**src/shared/hsr_pkg.sv**
```systemverilog
// Constants and types for the host strobe and indirect read block
package hsr_pkg;
	// ==========================================================
	// Sizes and reset release
	localparam int HSR_CHANNELS = 4;
	localparam int HSR_ORDER_ENTRIES = 32;
	localparam int RST_RELEASE_EDGES = 4;
	// ==========================================================
	// Direct host port addresses
	localparam logic [2:0] DIR_DATA_LO = 3'h0;
	localparam logic [2:0] DIR_DATA_HI = 3'h1;
	localparam logic [2:0] DIR_ORDER = 3'h2;
	localparam logic [2:0] DIR_IRA = 3'h3;
	localparam logic [2:0] DIR_IWA = 3'h4;
	// ==========================================================
	// Global addresses
	localparam logic [15:0] GWA_TEST_STROBE = 16'hF808;
	localparam logic [15:0] GWA_SYNC_STROBE = 16'hF809;
	localparam logic [15:0] GWA_ORDER_FIRST = 16'hF820;
	localparam logic [15:0] GWA_ORDER_LAST = 16'hF83F;
	localparam logic [15:0] IRA_LEVEL_DET = 16'hF806;
	// ==========================================================
	// Per-channel offsets and channel nibble
	localparam logic [3:0] CHAN_LAST = 4'h3;
	localparam logic [3:0] CHAN_ALL = 4'hF;
	localparam logic [11:0] OFF_CARRIER = 12'h006;
	localparam logic [11:0] OFF_TIMING = 12'h009;
	localparam logic [11:0] OFF_WAIT = 12'h00C;
	localparam logic [11:0] OFF_GAIN = 12'h00F;
	localparam logic [11:0] INSTR_FIRST = 12'h100;
	localparam logic [11:0] INSTR_LAST = 12'h17F;
	localparam logic [11:0] PTR_FIRST = 12'h180;
	localparam logic [11:0] PTR_LAST = 12'h1FC;
	localparam logic [11:0] HBF_FIRST = 12'h400;
	localparam logic [11:0] HBF_LAST = 12'h43F;
	localparam logic [11:0] CRAM1_FIRST = 12'h440;
	localparam logic [11:0] CRAM1_LAST = 12'h47F;
	localparam logic [11:0] CRAM2_FIRST = 12'h480;
	localparam logic [11:0] CRAM2_LAST = 12'h4FF;
	localparam logic [11:0] RSMP_FIRST = 12'h500;
	localparam logic [11:0] RSMP_LAST = 12'h5FF;
	// ==========================================================
	// Word type codes of a read-order entry
	localparam logic [2:0] WT_I_HI = 3'h0;
	localparam logic [2:0] WT_I_LO = 3'h1;
	localparam logic [2:0] WT_Q_HI = 3'h2;
	localparam logic [2:0] WT_Q_LO = 3'h3;
	localparam logic [2:0] WT_MAG_HI = 3'h4;
	localparam logic [2:0] WT_MAG_LO = 3'h5;
	localparam logic [2:0] WT_PHASE = 3'h6;
	// ==========================================================
	// Types
	typedef enum logic [2:0] {
		REG_NONE = 3'b000, REG_INSTR = 3'b001, REG_PTR = 3'b011, REG_HBF = 3'b010,
		REG_CRAM1 = 3'b110, REG_CRAM2 = 3'b111, REG_RSMP = 3'b101
	} hsr_region_t;
	typedef struct packed {
		logic ceN;
		logic wrN;
		logic rdN;
		logic [2:0] addr;
		logic [15:0] data;
	} hsr_bus_t;
	localparam hsr_bus_t BUS_IDLE = '{ceN: 1'b1, wrN: 1'b1, rdN: 1'b1, addr: 3'h0, data: 16'h0000};
	typedef struct packed {
		logic [23:0] i;
		logic [23:0] q;
		logic [23:0] mag;
		logic [15:0] phase;
		logic [15:0] gain;
		logic [31:0] carrierFreq;
		logic [31:0] timingFreq;
		logic [31:0] waitDecr;
	} hsr_chan_src_t;
	typedef struct packed {
		hsr_region_t region;
		logic [1:0] chan;
		logic [11:0] offset;
	} hsr_fetch_t;
endpackage

```
**src/design/hsr_host_strobe_read.sv**
```systemverilog
// Host strobe generation, read-order bank and indirect read path
`timescale 1ns/100ps
// Overview of operation
// - Write to F808 strobes sample-valid on channels whose select bit picks it.
// - Write to F809 gives a pulse one clock wide on the align output.
// - Align path may hold zero to two pipeline stages; sync still works.
// - Read-order entries F820..F83F hold five bits: channel above, word type below.
// - Types 000..011 return I or Q upper word, or low byte then zeros.
// - Type 100 returns magnitude upper word, 101 its low byte then zeros.
// - Type 110 returns upper phase word, 111 upper gain word.
// - Each address write strobes a fetch where needed; host rewrites for fresh data.
// - Live sources read repeatedly at direct 0 and 1 without rewriting.
// - Gain is sampled by its own indirect write, for the selected channel, or all channels at once with nibble F.
// - Top nibble selects channel; only 0..3 and F are valid.
// - Offsets 006, 009, 00C return carrier, timing and wait values.
// - 100..17F return instruction memory, 180..1FC the pointer memory.
// - 400..5FF return halfband ROM, two coefficient RAMs and resampler ROM.
// - Global F806 returns the input level detector accumulator.
// - Reset enters at once, leaves on fourth rising edge after release.
module hsr_host_strobe_read #(
	parameter int CHANNELS = hsr_pkg::HSR_CHANNELS
) (
	// Clock and reset
	input wire logic clock,
	input wire logic rst_b,
	// Host parallel bus
	input wire hsr_pkg::hsr_bus_t hostBus,
	output logic [15:0] hostDataOut,
	output logic hostDataOe,
	// Channel sources
	input wire hsr_pkg::hsr_chan_src_t chanSrc [CHANNELS],
	input wire logic [CHANNELS-1:0] chanStrobeSel,
	input wire logic [31:0] memRdData,
	input wire logic [31:0] levelAcc,
	// Strobes to the channels
	output logic [CHANNELS-1:0] sampleValidStrobe,
	output logic chainAlignPulseOut,
	output logic fetchStrobe,
	output hsr_pkg::hsr_fetch_t fetchSel
);
	import hsr_pkg::*;

	// ==========================================================
	// Elaboration check
	if (CHANNELS != HSR_CHANNELS) begin : g_bad_channels
		$error("Channel field is two bits wide; CHANNELS must be four");
	end

	// ==========================================================
	// Functions
	function automatic logic chan_ok(input logic [3:0] n);
		return (n <= CHAN_LAST) || (n == CHAN_ALL);
	endfunction

	function automatic logic [1:0] chan_idx(input logic [3:0] n);
		return (n == CHAN_ALL) ? 2'h0 : n[1:0];
	endfunction

	function automatic hsr_region_t region_of(input logic [11:0] off);
		if (off >= INSTR_FIRST && off <= INSTR_LAST) return REG_INSTR;
		if (off >= PTR_FIRST && off <= PTR_LAST) return REG_PTR;
		if (off >= HBF_FIRST && off <= HBF_LAST) return REG_HBF;
		if (off >= CRAM1_FIRST && off <= CRAM1_LAST) return REG_CRAM1;
		if (off >= CRAM2_FIRST && off <= CRAM2_LAST) return REG_CRAM2;
		if (off >= RSMP_FIRST && off <= RSMP_LAST) return REG_RSMP;
		return REG_NONE;
	endfunction

	function automatic logic [15:0] order_word(input logic [2:0] wt, input hsr_chan_src_t c);
		case (wt)
			WT_I_HI: return c.i[23:8];
			WT_I_LO: return {c.i[7:0], 8'h00};
			WT_Q_HI: return c.q[23:8];
			WT_Q_LO: return {c.q[7:0], 8'h00};
			WT_MAG_HI: return c.mag[23:8];
			WT_MAG_LO: return {c.mag[7:0], 8'h00};
			WT_PHASE: return c.phase;
			default: return c.gain;
		endcase
	endfunction

	// ==========================================================
	// Reset release
	logic [2:0] rstPipe;
	logic runReg;

	always_ff @(posedge clock or negedge rst_b) begin
		if (!rst_b) begin
			rstPipe <= 3'h0;
			runReg <= 1'b0;
		end else begin
			rstPipe <= {rstPipe[1:0], 1'b1};
			runReg <= rstPipe[2];
		end
	end

	// ==========================================================
	// Host pin synchroniser
	// Third stage only feeds edge detection and holds a stable address and data.
	hsr_bus_t busS1;
	hsr_bus_t busS2;
	hsr_bus_t busS3;

	always_ff @(posedge clock or negedge rst_b) begin
		if (!rst_b) begin
			busS1 <= BUS_IDLE;
			busS2 <= BUS_IDLE;
			busS3 <= BUS_IDLE;
		end else begin
			busS1 <= hostBus;
			busS2 <= busS1;
			busS3 <= busS2;
		end
	end

	logic wrTake;
	logic rdDone;
	logic iwaWrite;
	logic iraWrite;
	logic [15:0] iwaAddr;

	// Writes take effect on the rising edge of the write strobe.
	assign wrTake = runReg && !busS3.wrN && busS2.wrN && !busS3.ceN;
	assign rdDone = runReg && !busS3.rdN && busS2.rdN && !busS3.ceN;
	assign iwaWrite = wrTake && (busS3.addr == DIR_IWA);
	assign iraWrite = wrTake && (busS3.addr == DIR_IRA);
	assign iwaAddr = busS3.data;

	// ==========================================================
	// Write holding data
	logic [15:0] holdLo;
	logic [15:0] holdHi;

	always_ff @(posedge clock or negedge rst_b) begin
		if (!rst_b) begin
			holdLo <= 16'h0000;
			holdHi <= 16'h0000;
		end else if (wrTake && busS3.addr == DIR_DATA_LO) begin
			holdLo <= busS3.data;
		end else if (wrTake && busS3.addr == DIR_DATA_HI) begin
			holdHi <= busS3.data;
		end
	end

	// ==========================================================
	// Strobe locations
	always_ff @(posedge clock or negedge rst_b) begin
		if (!rst_b) begin
			sampleValidStrobe <= '0;
			chainAlignPulseOut <= 1'b0;
		end else begin
			// Only channels steered to the write-made strobe see it
			sampleValidStrobe <= (iwaWrite && iwaAddr == GWA_TEST_STROBE) ?
				chanStrobeSel : '0;
			// Registered single pulse; downstream stages only add latency
			chainAlignPulseOut <= iwaWrite && (iwaAddr == GWA_SYNC_STROBE);
		end
	end

	// ==========================================================
	// Read-order bank
	logic [4:0] orderReg [HSR_ORDER_ENTRIES];
	logic [4:0] orderPtr;
	logic orderHit;

	assign orderHit = iwaAddr >= GWA_ORDER_FIRST && iwaAddr <= GWA_ORDER_LAST;

	always_ff @(posedge clock or negedge rst_b) begin
		if (!rst_b) begin
			for (int k = 0; k < HSR_ORDER_ENTRIES; k++) begin
				orderReg[k] <= 5'h00;
			end
		end else if (iwaWrite && orderHit) begin
			orderReg[iwaAddr[4:0]] <= holdLo[4:0];
		end
	end

	always_ff @(posedge clock or negedge rst_b) begin
		if (!rst_b) begin
			orderPtr <= 5'h00;
		end else if (rdDone && busS3.addr == DIR_ORDER) begin
			orderPtr <= orderPtr + 5'h01;
		end
	end

	// ==========================================================
	// Gain sampling
	logic [15:0] gainHold [CHANNELS];

	always_ff @(posedge clock or negedge rst_b) begin
		if (!rst_b) begin
			for (int c = 0; c < CHANNELS; c++) begin
				gainHold[c] <= 16'h0000;
			end
		end else if (iwaWrite && iwaAddr[11:0] == OFF_GAIN) begin
			for (int c = 0; c < CHANNELS; c++) begin
				// Broadcast nibble catches every channel in one cycle
				if (iwaAddr[15:12] == CHAN_ALL || iwaAddr[15:12] == 4'(c)) begin
					gainHold[c] <= chanSrc[c].gain;
				end
			end
		end
	end

	// ==========================================================
	// Indirect read address and fetch strobe
	logic [15:0] iraReg;
	logic iraNeedsFetch;

	assign iraNeedsFetch = busS3.data != IRA_LEVEL_DET && chan_ok(busS3.data[15:12]) &&
		region_of(busS3.data[11:0]) != REG_NONE;

	always_ff @(posedge clock or negedge rst_b) begin
		if (!rst_b) begin
			iraReg <= 16'h0000;
			fetchStrobe <= 1'b0;
			fetchSel <= '{region: REG_NONE, chan: 2'h0, offset: 12'h000};
		end else begin
			fetchStrobe <= iraWrite && iraNeedsFetch;
			if (iraWrite) begin
				iraReg <= busS3.data;
				fetchSel <= '{region: region_of(busS3.data[11:0]),
					chan: chan_idx(busS3.data[15:12]), offset: busS3.data[11:0]};
			end
		end
	end

	// ==========================================================
	// Read source selection
	logic [31:0] srcWord;
	logic [31:0] readWord;
	logic [1:0] iraChan;

	assign iraChan = chan_idx(iraReg[15:12]);

	always_comb begin
		srcWord = 32'h0000_0000;
		if (iraReg == IRA_LEVEL_DET) begin
			srcWord = levelAcc;
		end else if (iraReg >= GWA_ORDER_FIRST && iraReg <= GWA_ORDER_LAST) begin
			srcWord = {27'h0000000, orderReg[iraReg[4:0]]};
		end else if (chan_ok(iraReg[15:12])) begin
			case (iraReg[11:0])
				OFF_CARRIER: srcWord = chanSrc[iraChan].carrierFreq;
				OFF_TIMING: srcWord = chanSrc[iraChan].timingFreq;
				OFF_WAIT: srcWord = chanSrc[iraChan].waitDecr;
				OFF_GAIN: srcWord = {16'h0000, gainHold[iraChan]};
				default: begin
					if (region_of(iraReg[11:0]) != REG_NONE) begin
						srcWord = memRdData;
					end
				end
			endcase
		end
	end

	// Refreshed every cycle so live sources need no address rewrite
	always_ff @(posedge clock or negedge rst_b) begin
		if (!rst_b) begin
			readWord <= 32'h0000_0000;
		end else begin
			readWord <= srcWord;
		end
	end

	// ==========================================================
	// Host read data
	logic [4:0] orderSel;

	assign orderSel = orderReg[orderPtr];

	always_ff @(posedge clock or negedge rst_b) begin
		if (!rst_b) begin
			hostDataOut <= 16'h0000;
			hostDataOe <= 1'b0;
		end else begin
			hostDataOe <= runReg && !busS2.rdN && !busS2.ceN;
			case (busS2.addr)
				DIR_DATA_LO: hostDataOut <= readWord[15:0];
				DIR_DATA_HI: hostDataOut <= readWord[31:16];
				DIR_ORDER: hostDataOut <= order_word(orderSel[2:0], chanSrc[orderSel[4:3]]);
				default: hostDataOut <= 16'h0000;
			endcase
		end
	end

	// ==========================================================
	// Assertions
	property p_sync_single;
		@(posedge clock) disable iff (!rst_b)
		chainAlignPulseOut |=> !chainAlignPulseOut;
	endproperty
	a_sync_single: assert property (p_sync_single) else $error("Align pulse too wide");

	property p_sync_cause;
		@(posedge clock) disable iff (!rst_b)
		iwaWrite && iwaAddr == GWA_SYNC_STROBE |=> chainAlignPulseOut;
	endproperty
	a_sync_cause: assert property (p_sync_cause) else $error("Align pulse missing");

	property p_strobe_sel;
		@(posedge clock) disable iff (!rst_b)
		iwaWrite && iwaAddr == GWA_TEST_STROBE |=> sampleValidStrobe == $past(chanStrobeSel);
	endproperty
	a_strobe_sel: assert property (p_strobe_sel) else $error("Sample strobe mismatch");

	property p_strobe_cause;
		@(posedge clock) disable iff (!rst_b)
		sampleValidStrobe != '0 |-> $past(iwaWrite) && $past(iwaAddr) == GWA_TEST_STROBE;
	endproperty
	a_strobe_cause: assert property (p_strobe_cause) else $error("Stray sample strobe");

	property p_order_store;
		@(posedge clock) disable iff (!rst_b)
		iwaWrite && orderHit |=> orderReg[$past(iwaAddr[4:0])] == $past(holdLo[4:0]);
	endproperty
	a_order_store: assert property (p_order_store) else $error("Order entry not stored");

	property p_fetch;
		@(posedge clock) disable iff (!rst_b)
		iraWrite && iraNeedsFetch |=> fetchStrobe ##1 !fetchStrobe[*1];
	endproperty
	a_fetch: assert property (p_fetch) else $error("Fetch strobe wrong");

	property p_level_live;
		@(posedge clock) disable iff (!rst_b)
		iraReg == IRA_LEVEL_DET ##1 iraReg == IRA_LEVEL_DET |-> readWord == $past(levelAcc);
	endproperty
	a_level_live: assert property (p_level_live) else $error("Level readback stale");

	property p_bad_chan;
		@(posedge clock) disable iff (!rst_b)
		!chan_ok(iraReg[15:12]) && iraReg[15:12] != 4'hF |=> readWord == 32'h0000_0000;
	endproperty
	a_bad_chan: assert property (p_bad_chan) else $error("Invalid channel returned data");

	property p_reset_release;
		@(posedge clock) disable iff (!rst_b)
		$rose(runReg) |-> !$past(rstPipe[0], 4) && $past(rstPipe[0], 3);
	endproperty
	a_reset_release: assert property (p_reset_release) else $error("Reset release edge");

	property p_gain_all;
		@(posedge clock) disable iff (!rst_b)
		iwaWrite && iwaAddr == {CHAN_ALL, OFF_GAIN} |=>
			gainHold[0] == $past(chanSrc[0].gain) && gainHold[3] == $past(chanSrc[3].gain);
	endproperty
	a_gain_all: assert property (p_gain_all) else $error("Gain not sampled together");
endmodule

```
**config.mk**
```make
export PLATFORM = sky130hd
export DESIGN_NAME = hsr_host_strobe_read
export DESIGN_NICKNAME = d
export VERILOG_FILES = /design/src/shared/hsr_pkg.sv /design/src/design/hsr_host_strobe_read.sv
export SDC_FILE = /design/constraint.sdc
export NUM_CORES = 1
export LEC_CHECK = 0
export ABC_AREA = 1
export ABC_CLOCK_PERIOD_IN_PS = 6140
export BUFFER_PORTS_ARGS = -buffer_cell sky130_fd_sc_hd__buf_2
export CORE_AREA = 10 10 352 354
export CTS_BUF_LIST = sky130_fd_sc_hd__clkbuf_2 sky130_fd_sc_hd__clkbuf_4 sky130_fd_sc_hd__clkbuf_8
export CTS_CLUSTER_DIAMETER = 60
export DETAILED_ROUTE_END_ITERATION = 7
export DIE_AREA = 0 0 362 364
export PLACE_DENSITY = 0.54
export REMOVE_ABC_BUFFERS = 1
export SKIP_CTS_REPAIR_TIMING = 1
export SLEW_MARGIN = 20
export SYNTH_ARGS = -nofsm -noshare
export SYNTH_HDL_FRONTEND = slang
export SYNTH_SLANG_ARGS = --single-unit
```
**constraint.sdc**
```tcl
create_clock -name clock -period 6.14 [get_ports clock]
set_input_delay 0.614 -clock clock [delete_from_list [all_inputs] [get_ports clock]]
set_output_delay 0.614 -clock clock [all_outputs]
set_load 0.02 [all_outputs]
```
==> results of run 1 <==
==> sequential cells by signal (all words and copies together) (netlist names) <==
signal,flops
busS1,22
busS2,22
busS3,6
chainAlignPulseOut,1
fetchSel,16
fetchStrobe,1
gainHold,64
holdLo,5
hostDataOe,1
hostDataOut,16
iraReg,5
iwaAddr,16
orderPtr,5
orderReg,160
readWord,32
rstPipe,3
runReg,1
sampleValidStrobe,4
==> power by group through the flow <==
stage	combinational (mW)	sequential (mW)	clock (mW)
after floorplan	1.85	2.84	0
after global placement	3.40	2.82	0
after detailed placement	3.40	2.82	0
after CTS	3.41	2.77	2.94
after global routing	3.73	2.79	3.05
final	3.43	2.77	2.87
==> area by class of cell <==
cell class / instances / area, µm²
diodes: 17 / 42.54
multi-input cells: 2911 / 14170
clock buffers: 109 / 1356
inverters: 371 / 1393
well taps: 1536 / 1922
flip-flops and latches: 380 / 9527
repair buffers: 1007 / 5388
clock inverters: 24 / 287.8
fillers: 13210 / 83050
==> per-stage QoR <==
step	cell area (µm²)	hold WS, ns	power [mW]	util, %	worst slack, ns
6_report	34090	0.04332	9.073	29.10	1.381
3_3_place_gp	32250	0.3315	6.218	27.53	1.386
5_1_grt	34070	0.007230	9.571	29.09	1.109
2_1_floorplan	24970	0.3184	4.688	-	-4.298
3_5_place_dp	32250	0.3347	6.213	27.54	1.397
4_1_cts	33900	-0.1716	9.117	28.94	1.396
==> cell families after synthesis <==
kind of cell	count (synthesis)	synth area share (%)
DFF	380	36.20
AOI/OAI and AO/OA	819	17.34
adders and majority gates	1	0.04756
muxes	89	3.530
and+or+nand+nor	1997	32.37
xor gates and xnor gates	4	0.1332
other	1	0.01426
buffers and inverters	647	10.37
==> cell usage in the layout, fill, tap and decap left out, drive strengths merged, types with 15 or more instances in the layout <==
cell / Yosys / layout
clkinv: 6 / 18
mux2: 30 / 30
a22oi: 26 / 26
a21oi: 156 / 156
nand3: 415 / 415
nand2: 1187 / 1187
inv: 365 / 371
diode: 0 / 17
nor2: 255 / 255
o211ai: 35 / 35
o22ai: 119 / 119
mux2i: 59 / 59
a221o: 15 / 15
buf: 137 / 993
clkbuf: 139 / 109
dfrtp: 371 / 371
nor3: 19 / 19
nand3b: 88 / 88
o21ai: 443 / 443
nand4: 24 / 24
==> how the worst min path moves through the flow <==
stage / startpoint / endpoint / slack, ns / cells after the start
final: hostBus[12] / busS1[12] / 0.04 / 1
after global routing: hostBus[12] / busS1[12] / 0.007 / 1
after CTS: rst_b / hostDataOut[0] / -0.17 / 1
after detailed placement: busS1[13] / busS2[13] / 0.33 / 0
after global placement: busS2[7] / iwaAddr[7] / 0.33 / 0
after floorplan: rst_b / busS1[0] / 0.32 / 0
==> routing by layer <==
metal,vias up,routed length [µm],track usage [%]
met3,195,15960,5.780
met5,-,139,0
met4,22,3675,5.837
li1,14650,-,-
met1,15280,71990,32.63
met2,1720,73830,36.20
==> qor.yml, run 1 <==
layout:
  fin_nets: 5637
  area_growth_syn_to_layout_pct: 29.60
  final_cells: 6355
  drive_gt1_share_pct: 25.26
synth:
  ys_ff_latch: 380
  synthFlopType: "dfrtp_1"
  syn_avg_cell_area_um2: 6.679
  synth_enable_flop_cells: 0
  yosysMostFrequentCell: "nand2_1"
  syn_inst: 3938
  yosys-top-cells-count: "nand2_1, nand3_1, o21ai_0, dfrtp_1, inv_1"
  yosys_warnings: 0
  syn-cell-area_mm2: 0.02630
  synth.distinct_cells: 47
  synth_area_leader_cell: "dfrtp_1"
  yosysSeqAreaShare_pct: 36.20
  ys_top_cells_by_area: "dfrtp_1, nand2_1, nand3_1"
  synth_top_area_share_pct: 35.30
  synthArstFlopShare_pct: 100.0
sta:
  report.final.hold_viol_count: 0
  worst_pin_slew_ns: 1.132
  layout_min_cycle_time_ns: 4.759
  setup_tns_ns: 0
  finalSetupViolations: 0
  drv_slew: 0
  rsz0062_at_grt: "false"
  finalCritPeriodShare_pct: 77.51
  slew_headroom_pct: 24.47
  skew_ns: 0.04366
  timing.fmax_ghz: 0.2101
grt:
  grt_pass1_vias: 30250
  antenna_found_initial: 42
  grt_pass1_wl_um: 227000
  overflow: 0
  track_usage_pct: 23.51
  grt_start_max_net_pins: 147
place:
  dp_hpwl_um: 131200
  dp.cells: 6191
  port_buffers: 931
  finalWeightedCongestion: 0.9489
worst_setup_path:
  worstPathRequired_ns: 6.71
  path_depth: 17
  r2r-start: "orderPtr[1]"
  reg2reg_depth: 17
  cp_num_buf_inv: 2
  r2r_end: "hostDataOut[0]"
  cp-start-kind: "register"
  timing_worst_setup_path_type: "register to register"
  crit_family: "simple AND/OR/NAND/NOR gates"
  r2r_slack_ns: 1.38
  slowest_delay_ns: 0.82
  end_kind: "register"
  critical-path-slowest-cell: "nand2_4"
  arrival_ns: 5.33
  cp-endpoint: "hostDataOut[0]"
  crit_chain: "inv_2, nand3_1, nand3_1, nand2_1, nor2_1, nand2_8, nand2_4, buf_4, nand2_1, nand3_1, nand2_1, nand2_1, nand2_1, nor2_1, nand2_1, nand2_1, nand2_1"
  cp_max_fo: 72
  critical_path.startpoint: "orderPtr[1]"
  cpMostUsedCell: "nand2_1"
clock_network:
  cts_tree: "yes"
  path_clk_slew_ns: 0.07
  clkSinkCount: 380
  root_buffer: "clkbuf_8"
  numCtsBuffers: 73
  cts_max_level: 3
  clkLatencyLatePin_ns: 0.69
  clk_path_buf_depth: 3
route:
  routed_wl_um: 165600
  wl_per_cell_um: 26.06
  vias_per_cell: 5.015
  vias: 31870
  postRouteAntennaNets: 0
  firstDrtPassIters: 6
  drtIter0Drc: 3866
  drc: 0
power:
  power.internal_mw: 5.277
  sw_frac_of_total_pct: 41.84
  p_comb_share_pct: 37.9
  ir_drop_v: 0.0001501
  p_switching_mw: 3.796
  powerDensity_mw_per_mm2: 266.2
  seq_power_share_pct: 30.6
  p_leak_nw: 17.46
  clkPwrFrac_pct: 31.6
min_path:
  hold_class: "input pin to register"
die:
  io_pins: 932
  rows: 126
  die_w_um: 362
  dieArea_mm2: 0.1318
  core-area_mm2: 0.1171
  dieHeight_um: 364
  start_util_pct: 22.46
flow_run:
  drv_cap: 0
status:
  outcome: "complete, no violations"
No activity file was read; power rests on OpenSTA's default activity.
==> inputs of run 2 (changes only) <==
Settings changed: ABC_AREA 1 to 0, ABC_CLOCK_PERIOD_IN_PS 6140 to 4260, CORE_AREA 10 10 352 354 to 10 10 357 359, DIE_AREA 0 0 362 364 to 0 0 367 369, PLACE_DENSITY 0.54 to 0.53.
Clock period 6.14 ns to 4.26 ns, I/O delays scaled along.
==> qor.yml, run 2 <==
synth:
  synth_area_leader_cell: "dfrtp_1"  # unchanged
  ys_ff_latch: 380  # unchanged
  synth_enable_flop_cells: 0  # unchanged
  yosys-top-cells-count: "nand2_1, dfrtp_1, mux2_2, clkbuf_1, mux2i_1"  # was nand2_1, nand3_1, o21ai_0, dfrtp_1, inv_1
  yosysMostFrequentCell: "nand2_1"  # unchanged
  synth_top_area_share_pct: 38.65  # was 35.30%
  synthArstFlopShare_pct: 100.0  # unchanged
  syn_inst: 2483  # was 3,938
  synthFlopType: "dfrtp_1"  # unchanged
  yosysSeqAreaShare_pct: 39.63  # was 36.20%
  syn-cell-area_mm2: 0.02402  # was 0.02630 mm²
  syn_avg_cell_area_um2: 9.674  # was 6.679 µm²
  yosys_warnings: 0  # unchanged
  synth.distinct_cells: 72  # was 47
  ys_top_cells_by_area: "dfrtp_1, mux2_2, nand2_1"  # was dfrtp_1, nand2_1, nand3_1
sta:
  layout_min_cycle_time_ns: 4.001  # was 4.759 ns
  slew_headroom_pct: 31.22  # was 24.47%
  report.final.hold_viol_count: 0  # unchanged
  worst_pin_slew_ns: 1.025  # was 1.132 ns
  rsz0062_at_grt: "false"  # unchanged
  holdWs_ns: 0.01478  # was 0.04332 ns
  finalSetupViolations: 0  # unchanged
  skew_ns: 0.01914  # was 0.04366 ns
  drv_slew: 0  # unchanged
  timing.fmax_ghz: 0.2499  # was 0.2101 GHz
  finalCritPeriodShare_pct: 93.93  # was 77.51%
clock_network:
  cts_max_level: 3  # unchanged
  clkSinkCount: 380  # unchanged
  root_buffer: "clkbuf_8"  # unchanged
  cts_tree: "yes"  # unchanged
  clkLatencyLatePin_ns: 0.67  # was 0.69 ns
  clk_path_buf_depth: 3  # unchanged
  numCtsBuffers: 70  # was 73
  path_clk_slew_ns: 0.06  # was 0.07 ns
die:
  core-area_mm2: 0.1198  # was 0.1171 mm²
  die_w_um: 367  # was 362 µm
  start_util_pct: 20.05  # was 22.46%
  dieArea_mm2: 0.1354  # was 0.1318 mm²
  io_pins: 932  # unchanged
  dieHeight_um: 369  # was 364 µm
  rows: 127  # was 126
route:
  vias_per_cell: 5.099  # was 5.015
  routed_wl_um: 168000  # was 165,600 µm
  m1WireLength_um: 64650  # was 71,990 µm
  vias: 26060  # was 31,870
  firstDrtPassIters: 8  # was 6
  wl_met3_um: 21790  # was 15,960 µm
  wl_met2_um: 76210  # was 73,830 µm
  drtIter0Drc: 2510  # was 3,866
  postRouteAntennaNets: 0  # unchanged
  drc: 0  # unchanged
  top_layer_used: "met5"  # unchanged
  wl_per_cell_um: 32.88  # was 26.06 µm
worst_setup_path:
  worstPathRequired_ns: 4.78  # was 6.71 ns
  arrival_ns: 4.52  # was 5.33 ns
  cp_max_fo: 40  # was 72
  timing_worst_setup_path_type: "register to register"  # unchanged
  end_kind: "register"  # unchanged
  cp-start-kind: "register"  # unchanged
grt:
  antenna_found_initial: 125  # was 42
  grt_pass1_vias: 25680  # was 30,250
  grt_pass1_wl_um: 222600  # was 227,000 µm
  track_usage_pct: 23.42  # was 23.51%
  grt_start_max_net_pins: 119  # was 147
  overflow: 0  # unchanged
power:
  p_leak_nw: 15.23  # was 17.46 nW
  powerDensity_mw_per_mm2: 312.6  # was 266.2 mW/mm²
  ir_drop_v: 0.0001743  # was 0.0001501 V
  fin_total_pwr_mw: 10.28  # was 9.073 mW
place:
  dp_hpwl_um: 138900  # was 131,200 µm
  finalWeightedCongestion: 0.9896  # was 0.9489
  port_buffers: 931  # unchanged
layout:
  area_growth_syn_to_layout_pct: 36.84  # was 29.60%
  fin_nets: 4308  # was 5,637
  final_cell_mix: "buf_2, nand2_1, dfrtp_1, mux2_2, mux2i_1"  # was nand2_1, buf_2, nand3_1, o21ai_0, dfrtp_1
  regMostFlops: "orderReg"  # unchanged
  postLayoutCoreUtil_pct: 27.43  # was 29.10%
  largest_reg_flops: 160  # unchanged
  final_common_cell: "buf_2"  # was nand2_1
  largestRegisters: "orderReg x160, gainHold x64, readWord x32"  # unchanged
  drive_gt1_share_pct: 44.62  # was 25.26%
min_path:
  hold_class: "input pin to register"  # unchanged
flow_run:
  drv_cap: 0  # unchanged
status:
  outcome: "complete, no violations"  # unchanged
run 2: cell count changes after synthesis, sizes merged, moves of 56 or more:
cell | previous run | this run
a21oi | 156 | 95
a311oi | 1 | 97
buf | 137 | 81
inv | 365 | 4
mux2 | 30 | 271
mux2i | 59 | 115
mux4 | 0 | 78
nand2 | 1187 | 562
nand3 | 415 | 111
nand3b | 88 | 4
nor2 | 255 | 65
o21ai | 443 | 62
run 2: path summary, 6_finish.rpt:
check,startpoint,endpoint,slack [ns],depth (start not counted)
max,orderPtr[3],hostDataOut[14],0.26,10
min,levelAcc[17],readWord[17],0.01,3
max reg2reg,orderPtr[3],hostDataOut[14],0.26,10
min reg2reg,busS2[9],iwaAddr[9],0.34,0
max in group asynchronous,rst_b,gainHold[5],2.78,3
min in group asynchronous,rst_b,busS2[6],0.40,2
run 2: cell type report:
cell class / count / area (µm²)
fillers: 13150 / 86940
inverters: 4 / 15.01
flip-flops and latches: 380 / 9532
well taps: 1612 / 2017
repair buffers: 1086 / 6158
clock buffers: 101 / 1265
clock inverters: 23 / 267.8
multi-input cells: 1873 / 13540
diodes: 31 / 77.57
run 2: power breakdown:
| part | internal [mW] | switching (mW) | leakage, nW |
|---|---|---|---|
| combinational | 0.908 | 1.52 | 9.43 |
| sequential | 3.75 | 0.175 | 4.98 |
| clock | 2.23 | 1.69 | 0.813 |
run 2: kinds of logic (layout without fill, tap and decap cells):
family,after synthesis,count (layout),share of synthesized area (%)
other,1,32,0.01561
multiplexers,464,464,24.90
adder cells (fa/ha/maj),1,1,0.05208
AND/OR/NAND/NOR,915,915,16.69
XOR/XNOR,4,4,0.1459
AO/OA/AOI/OAI,488,488,14.10
flip-flops,380,380,39.63
buffers and inverters,230,1214,4.459
run 2: critical path, cell delays in order, from the launching register on:
cell      delay (ns)
dfrtp_1         0.75
nand3b_1        0.38
o221ai_1        0.40
a211o_1         0.21
and2_4          0.45
buf_12          0.31
mux2_1          0.35
a222oi_1        0.35
a21oi_1         0.12
nor4_1          0.39
o22ai_1         0.12
run 2: metrics by stage:
stage	TNS, ns	setup slack (ns)	instance area [µm²]	instances
6_report	0	0.2587	32870	5110
3_5_place_dp	0	0.3295	30740	4904
3_3_place_gp	0	0.3743	30730	4904
4_1_cts	0	0.2663	32270	5028
5_1_grt	0	0.1392	32850	5101
2_1_floorplan	-135.64	-3.429	22960	2257
run 2: per-layer routing:
layer	track usage, %	vias up
met4	6.120	104
met2	37.14	1472
li1	-	11110
met5	0	-
met3	12.17	332
met1	27.61	13040
